===== src/rtl/psp_consts.svh =====
`ifndef PSP_CONSTS_SVH
`define PSP_CONSTS_SVH

`define PSP_ADDR_W 19
`define PSP_DATA_W 36
`define PSP_LANES 4
`define PSP_LANE_W 9
`define PSP_CNT_W 2
`define PSP_CNT_ZERO 2'h0
`define PSP_CNT_ONE 2'h1
`define PSP_LANES_ALL 4'hf
`define PSP_LANES_NONE 4'h0
`define PSP_SYNC_IDLE 2'h0
`define PSP_ADDR_RST 19'h00000
`define PSP_DATA_RST 36'h000000000

`endif


===== src/rtl/psp_pkg.sv =====
`include "psp_consts.svh"

package psp_pkg;

    typedef enum logic [1:0] {
        PSP_DESEL = 2'b00,
        PSP_ACTIVE = 2'b01,
        PSP_SLEEP = 2'b10
    } psp_state_t;

    // Synchronous control pins, all sampled on the rising clock edge
    typedef struct packed {
        logic processor_addr_strobe_n;
        logic controller_addr_strobe_n;
        logic burst_advance_n;
        logic global_write_n;
        logic byte_write_qualify_n;
        logic [`PSP_LANES-1:0] byte_lane_select_n;
        logic primary_chip_select_n;
        logic depth_select_high;
        logic depth_select_low_n;
    } psp_ctrl_t;

endpackage


===== src/rtl/psp_port.sv =====
// Summary of operation
// (RULE_01) Capture address on a strobe only with all chip selects active.
// (RULE_02) Low two address bits load the burst counter on each capture.
// (RULE_03) A lane is written only if its select and the qualifier are low.
// (RULE_04) Global write low writes all bytes; lane selects are ignored.
// (RULE_05) Master drives the byte qualifier low for any byte-selective write.
// (RULE_06) Each edge with advance low increments the burst address; the code increments only in the active state on edges with no honoured strobe.
// (RULE_07) Selected only when first select low, second high, third low.
// (RULE_08) Chip selects are looked at only on edges that load a new address.
// (RULE_09) Processor strobe is ignored while the first chip select is high.
// (RULE_10) Either honoured strobe loads the address and the burst counter.
// (RULE_11) With both strobes low only the processor strobe is honoured.
// (RULE_12) Output enable low drives the data pins; high makes them inputs.
// (RULE_13) First read clock after deselect keeps data pins undriven.
// (RULE_14) Sleep high enters low-power state, contents kept; normally low.
// (RULE_15) Strap low selects linear burst order, high selects interleaved.
// (RULE_16) Burst counter wraps in two bits, covering four locations.
// (RULE_17) Read data on pins comes from the address of the preceding edge.
`timescale 1ns/10ps
`include "psp_consts.svh"

module psp_port
    import psp_pkg::*;
(
    input wire logic i_core_clk,
    input wire logic i_rst_b,
    input wire logic [`PSP_ADDR_W-1:0] i_addr,
    input wire psp_ctrl_t i_ctrl,
    input wire logic i_output_enable_n,
    input wire logic i_sleep_request,
    input wire logic i_burst_mode,
    input wire logic [`PSP_DATA_W-1:0] i_dq,
    output logic [`PSP_DATA_W-1:0] o_dq,
    output logic o_dq_oe,
    output logic [`PSP_ADDR_W-1:0] o_mem_addr,
    output logic o_mem_rd,
    output logic [`PSP_LANES-1:0] o_mem_wr_en,
    output logic [`PSP_DATA_W-1:0] o_mem_wdata,
    input wire logic [`PSP_DATA_W-1:0] i_mem_rdata,
    output logic o_sleeping
);

////////////////////////////////////////////////////////////////////////////
    // Burst address low bits: linear adds, interleaved XORs the count
    function automatic logic [`PSP_CNT_W-1:0] burst_lsb(
        input logic [`PSP_CNT_W-1:0] start,
        input logic [`PSP_CNT_W-1:0] cnt,
        input logic linear
    );
        logic [`PSP_CNT_W-1:0] res;
        if (linear) begin
            res = start + cnt; // RULE_16
        end else begin
            res = start ^ cnt;
        end
        return res;
    endfunction

    // Lane enables for a write edge
    function automatic logic [`PSP_LANES-1:0] lane_mask(input psp_ctrl_t c);
        logic [`PSP_LANES-1:0] m;
        if (!c.global_write_n) begin
            m = `PSP_LANES_ALL; // RULE_04
        end else if (!c.byte_write_qualify_n) begin
            m = ~c.byte_lane_select_n; // RULE_03
        end else begin
            m = `PSP_LANES_NONE;
        end
        return m;
    endfunction

////////////////////////////////////////////////////////////////////////////
    // Asynchronous pins pass two flops; mode strap too, it is static
    logic [1:0] oe_sync;
    logic [1:0] sleep_sync;
    logic [1:0] mode_sync;
    logic [1:0] next_oe_sync;
    logic [1:0] next_sleep_sync;
    logic [1:0] next_mode_sync;

    always_comb begin
        next_oe_sync = {oe_sync[0], i_output_enable_n};
        next_sleep_sync = {sleep_sync[0], i_sleep_request};
        next_mode_sync = {mode_sync[0], i_burst_mode};
    end

    always_ff @(posedge i_core_clk) begin
        if (!i_rst_b) begin
            oe_sync <= ~`PSP_SYNC_IDLE;
            sleep_sync <= `PSP_SYNC_IDLE;
            mode_sync <= ~`PSP_SYNC_IDLE;
        end else begin
            oe_sync <= next_oe_sync;
            sleep_sync <= next_sleep_sync;
            mode_sync <= next_mode_sync;
        end
    end

    logic oe_n_s;
    logic sleep_s;
    logic linear_mode;
    assign oe_n_s = oe_sync[1];
    assign sleep_s = sleep_sync[1]; // RULE_14
    assign linear_mode = ~mode_sync[1]; // RULE_15

////////////////////////////////////////////////////////////////////////////
    // Access sequencing
    psp_state_t state;
    psp_state_t next_state;
    logic [`PSP_ADDR_W-1:0] base_addr;
    logic [`PSP_ADDR_W-1:0] next_base_addr;
    logic [`PSP_CNT_W-1:0] burst_cnt;
    logic [`PSP_CNT_W-1:0] next_burst_cnt;
    logic [`PSP_ADDR_W-1:0] next_mem_addr;
    logic next_mem_rd;
    logic [`PSP_LANES-1:0] next_mem_wr_en;
    logic [`PSP_DATA_W-1:0] next_mem_wdata;
    logic first_mask;
    logic next_first_mask;

    logic proc_hit;
    logic new_addr;
    logic cs_ok;
    logic access;
    logic [`PSP_LANES-1:0] wr_mask;

    always_comb begin
        // Processor strobe is dead while the first select is high
        proc_hit = ~i_ctrl.processor_addr_strobe_n
                 & ~i_ctrl.primary_chip_select_n; // RULE_09
        new_addr = proc_hit | ~i_ctrl.controller_addr_strobe_n; // RULE_10
        cs_ok = ~i_ctrl.primary_chip_select_n & i_ctrl.depth_select_high
              & ~i_ctrl.depth_select_low_n; // RULE_07
        wr_mask = lane_mask(i_ctrl);
        next_state = state;
        next_base_addr = base_addr;
        next_burst_cnt = burst_cnt;
        next_mem_wdata = o_mem_wdata;
        next_mem_wr_en = `PSP_LANES_NONE;
        next_mem_rd = 1'b0;
        next_first_mask = 1'b0;
        access = 1'b0;
        if (sleep_s) begin
            next_state = PSP_SLEEP;
        end else if (state == PSP_SLEEP) begin
            next_state = PSP_DESEL;
        end else if (new_addr) begin
            // Selects count only here, never on internal burst edges
            if (cs_ok) begin // RULE_01 RULE_08
                next_state = PSP_ACTIVE;
                next_base_addr = i_addr; // RULE_10
                next_burst_cnt = `PSP_CNT_ZERO; // RULE_02
                access = 1'b1;
                next_first_mask = (state == PSP_DESEL); // RULE_13
                // A processor-strobe edge always opens as a read;
                // the controller strobe is not looked at then
                if (!proc_hit) begin // RULE_11
                    next_mem_wr_en = wr_mask;
                end
            end else begin
                next_state = PSP_DESEL;
            end
        end else if (state == PSP_ACTIVE) begin
            access = 1'b1;
            next_mem_wr_en = wr_mask;
            if (!i_ctrl.burst_advance_n) begin
                next_burst_cnt = burst_cnt + `PSP_CNT_ONE; // RULE_06 RULE_16
            end
        end
        if (next_mem_wr_en != `PSP_LANES_NONE) begin
            next_mem_wdata = i_dq;
        end
        next_mem_rd = access & (next_mem_wr_en == `PSP_LANES_NONE);
        next_mem_addr = {next_base_addr[`PSP_ADDR_W-1:`PSP_CNT_W],
            burst_lsb(next_base_addr[`PSP_CNT_W-1:0], next_burst_cnt,
                      linear_mode)}; // RULE_02
    end

    always_ff @(posedge i_core_clk) begin
        if (!i_rst_b) begin
            state <= PSP_DESEL;
            base_addr <= `PSP_ADDR_RST;
            burst_cnt <= `PSP_CNT_ZERO;
            o_mem_addr <= `PSP_ADDR_RST;
            o_mem_rd <= 1'b0;
            o_mem_wr_en <= `PSP_LANES_NONE;
            o_mem_wdata <= `PSP_DATA_RST;
            first_mask <= 1'b0;
        end else begin
            state <= next_state;
            base_addr <= next_base_addr;
            burst_cnt <= next_burst_cnt;
            o_mem_addr <= next_mem_addr;
            o_mem_rd <= next_mem_rd;
            o_mem_wr_en <= next_mem_wr_en;
            o_mem_wdata <= next_mem_wdata;
            first_mask <= next_first_mask;
        end
    end

////////////////////////////////////////////////////////////////////////////
    // Read output stage: one register after the array read
    logic [`PSP_DATA_W-1:0] next_dq;
    logic rd_valid;
    logic next_rd_valid;
    logic masked;
    logic next_masked;

    always_comb begin
        next_dq = o_dq;
        if (o_mem_rd) begin
            next_dq = i_mem_rdata; // RULE_17
        end
        next_rd_valid = o_mem_rd & ~sleep_s;
        next_masked = o_mem_rd & first_mask;
    end

    always_ff @(posedge i_core_clk) begin
        if (!i_rst_b) begin
            o_dq <= `PSP_DATA_RST;
            rd_valid <= 1'b0;
            masked <= 1'b0;
        end else begin
            o_dq <= next_dq;
            rd_valid <= next_rd_valid;
            masked <= next_masked;
        end
    end

    // Drive only for a valid read word, never the masked first one
    assign o_dq_oe = ~oe_n_s & rd_valid & ~masked; // RULE_12 RULE_13
    assign o_sleeping = (state == PSP_SLEEP); // RULE_14

endmodule


===== config.mk =====
export PLATFORM = sky130hd
export DESIGN_NAME = psp_port
export DESIGN_NICKNAME = d
export VERILOG_FILES = /design/src/rtl/psp_pkg.sv /design/src/rtl/psp_port.sv
export VERILOG_INCLUDE_DIRS = /design/src /design/src/rtl
export SDC_FILE = /design/constraint.sdc
export NUM_CORES = 1
export LEC_CHECK = 0
export BUFFER_PORTS_ARGS = -buffer_cell sky130_fd_sc_hd__clkbuf_2
export CELL_PAD_IN_SITES_DETAIL_PLACEMENT = 2
export CELL_PAD_IN_SITES_GLOBAL_PLACEMENT = 2
export CORE_MARGIN = 5
export CORE_UTILIZATION = 24
export CTS_BUF_LIST = sky130_fd_sc_hd__clkbuf_8
export DETAILED_ROUTE_END_ITERATION = 16
export PLACE_DENSITY = 0.82
export SYNTH_ARGS = -nofsm -noshare
export SYNTH_HDL_FRONTEND = slang
export SYNTH_SLANG_ARGS = --single-unit

===== constraint.sdc =====
create_clock -name i_core_clk -period 2 [get_ports i_core_clk]
set_input_delay 0.4 -clock i_core_clk [delete_from_list [all_inputs] [get_ports i_core_clk]]
set_output_delay 0.4 -clock i_core_clk [all_outputs]
set_load 0.05 [all_outputs]

==> reports/results.txt <==
Status: finished, final reports clean
Cell family with most CP delay: simple AND/OR/NAND/NOR gates
Commonest cells after routing, fill and taps aside: clkbuf_2 (205), nand2_1 (114), dfxtp_1 (109), mux2i_1 (37), nor2b_1 (37)
DR vias/cell: 4.314
Fmax: 0.5314 GHz
Slew @ Worst Pin: 0.3560 ns
Drt initial violations: 60
Share of total power in combinational logic: 0.129
Initial core utilization: 0.2428
Synth Area in Adders: 0.002889
DP HPWL: 11.09 mm
Largest net degree at the start of global routing: 62
Hold Path Depth: 2
Path length in cells of the critical path: 7
Initial antenna violation count: 0
Syn_area_per_cell: 9.562 um2
Maximum VDD drop: 0.0002807 V
Reg2reg end: o_mem_wdata[7]$_SDFFE_PN0P_
Mapped Nets: 562
R2R depth: 7
Total GRT Usage: 0.1351
Reg-to-reg slack, setup: 0.12 ns
Global-route wire length before repair: 22.28 mm
Placement Rows: 49
CTS H-tree depth: 3
Total Die Area: 20840 um2
Port Buffer Count: 205
Register area share after synthesis: 0.5130
Final worst-path cycle share: 0.9409
Final Net Count: 748
Complex-gate fraction of the synthesized area: 0.1213
Remaining global-route overflow: 0
Ys async rst share: 0
# DRC: 0
Worst path slowest cell: dfxtp_2
Net Switching: 0.001172 W
Die Span Y: 144.3 um
Top FF cell, synth: dfxtp_1
Clock share of power: 0.317
Clock slew at reported path FFs: 0.11 ns
Synth unique cells: 35
Setup-failing EPs final: 0
Clock latency at the later pin of the worst-skew pair: 0.37 ns
Layout cells sized above 1: 0.3835
Final Slew Violations: 0
Switching part of the total: 0.2828
EDFF count, synth: 0
Core area: 17840 um2
Die Wd: 144.3 um
RSZ-0062 raised after global routing: no
Simple logic cell fraction of the synthesized area: 0.2109
Num CTS Buffers: 9
DR vias: 3766
Seq pwr share: 0.554
DR WL/cell: 16.30 um
Clock buffer depth: 2
Pleak: 2.468 nW
Maxcap violations: 0
Cell Chain, Critical Path: and2b_2, nand3b_2, o21bai_4, and2_2, clkbuf_16, nand2_1, a21boi_1
PD cells: 722.7 nW/um2
Worst EP arrival: 2.18 ns
First-pass DRT Iterations: 6
Post-Route Skew: 0.01703 ns
Delay of the slowest critical-path stage: 0.37 ns
Vias in the first global route: 4329
Crit path kind: flop to flop
Buffer and inverter count on the worst path: 1
Commonest non-fill, non-tap cell in the layout: clkbuf_2
Syn Std Cell Area: 4332 um2
End point of the critical path: o_mem_wdata[7]$_SDFFE_PN0P_
Post-route core utilization: 0.3213
Post-synthesis mux area share: 0.08550
Synthesis Warnings: 0
Post-Synth XOR/XNOR Area: 0.004044
Main combinational cell family by area after synthesis: simple AND/OR/NAND/NOR gates
Max Fanout on Critical Path: 18
Final GP Congestion: 0.7777
CTS tree: done
Total Wirelength: 14.23 mm
Critical Path Source Type: flop
CP endpoint kind: flop
# diodes: 0
Ports: 206
Post-DRT Antenna Nets: 0
Final Hold Viols: 0
Num Clock Sinks: 111
Critical Path Start: state[0]$_SDFFE_PP0N_
Area delta synth->final: 32.35%
Reg2reg start: state[0]$_SDFFE_PP0N_
Setup Buffers After CTS: 0
Max transition margin: 0.7627
Data required time of the critical path: 2.30 ns
Hold crit path type: primary input to flop
Yosys reg bits: 111
Cell-internal power: 0.002972 W
CTS root buffer: clkbuf_8
Tmin final: 1.882 ns
Hold slack: 0.2036 ns
Mapped Cells: 453
-- worst register-to-register path: cells and delay by family (launching register included) --
kind            cells  cell delay [ns]
buf+inv             1             0.21
simple gates        4             0.89
flops               1             0.37
compound gates      2             0.35
-- power by group through the flow --
| stage | sequential, W | clock [W] | combinational (W) |
|---|---|---|---|
| finish | 0.00229 | 0.00131 | 0.000536 |
| global route | 0.00230 | 0.00149 | 0.000580 |
| CTS | 0.00230 | 0.00142 | 0.000542 |
| detailed placement | 0.00235 | 0 | 0.000541 |
| global placement | 0.00234 | 0 | 0.000520 |
| floorplan | 0.00246 | 0 | 0.000214 |
-- final cells by class --
| cell class | instances | area (um2) |
|---|---|---|
| clock buffers | 10 | 137.6 |
| fillers | 2050 | 12110 |
| inverters | 1 | 3.754 |
| repair buffers | 219 | 1186 |
| multi-input cells | 297 | 1844 |
| clock inverters | 6 | 50.05 |
| flip-flops and latches | 111 | 2225 |
| well taps | 229 | 286.5 |
-- metal layers --
layer,vias up,share of wire,track usage
met1,1809,0.38,0.1406
met5,-,0,0
met2,113,0.53,0.2516
li1,1825,-,-
met4,0,0.021,0.05302
met3,19,0.069,0.04200
-- sequential cells by signal, summed over array words and instances, names as in the netlist --
register     flops
masked           1
base_addr        2
mode_sync        2
o_dq            36
o_mem_wr_en      4
burst_cnt        2
o_mem_addr      19
first_mask       1
sleep_sync       2
rd_valid         1
state            2
o_mem_wdata     36
oe_sync          2
o_mem_rd         1
-- cells in the mapped netlist (all sizes together) (2+ instances only) --
library cell / number / area [um2]
nand2: 114 / 427.9
dfxtp: 111 / 2222
a21boi: 53 / 397.9
mux2i: 37 / 370.4
nor2b: 37 / 231.5
buf: 27 / 202.7
clkbuf: 17 / 63.81
and2: 9 / 56.30
nor2: 8 / 30.03
o21ai: 8 / 40.04
and3: 6 / 37.54
nand2b: 5 / 31.28
nand3: 2 / 10.01
nor3: 2 / 15.01
xnor2: 2 / 17.52
-- stage by stage --
step | power, W | TNS, ns | worst slack (ns) | cell area, um2 | instances
after detailed placement | 0.002887 | -0.3618 | -0.2174 | 5515 | 856
after global placement | 0.002862 | -0.05777 | -0.05777 | 5515 | 856
final | 0.004143 | 0 | 0.1181 | 5733 | 873
after floorplan | 0.002673 | 0 | 0.003938 | 4333 | 453
after global routing | 0.004370 | 0 | 0.01213 | 5733 | 873
after CTS | 0.004255 | 0 | 0.02693 | 5703 | 872
-- worst min path at each step --
stage | slack, ns | endpoint | startpoint
after floorplan | 0.39 | mode_sync[1]$_SDFF_PN1_ | mode_sync[0]$_SDFF_PN1_
after global placement | 0.40 | oe_sync[1]$_SDFF_PN1_ | oe_sync[0]$_SDFF_PN1_
after detailed placement | 0.40 | mode_sync[1]$_SDFF_PN1_ | mode_sync[0]$_SDFF_PN1_
after CTS | 0.16 | oe_sync[0]$_SDFF_PN1_ | i_output_enable_n
after global routing | 0.18 | oe_sync[0]$_SDFF_PN1_ | i_output_enable_n
final | 0.20 | oe_sync[0]$_SDFF_PN1_ | i_output_enable_n
-- cell families after synthesis --
kind of cell | Yosys count
compound gates | 68
xor+xnor | 2
fa+ha+maj | 1
buf+inv | 45
flops | 111
mux | 37
simple gates | 189
-- repair_timing --
action / CTS / global route
resized for setup: 0 / 4
setup endpoints to repair: 0 / 18
hold buffers: 0 / 0
(Power assumes the default switching activity.)
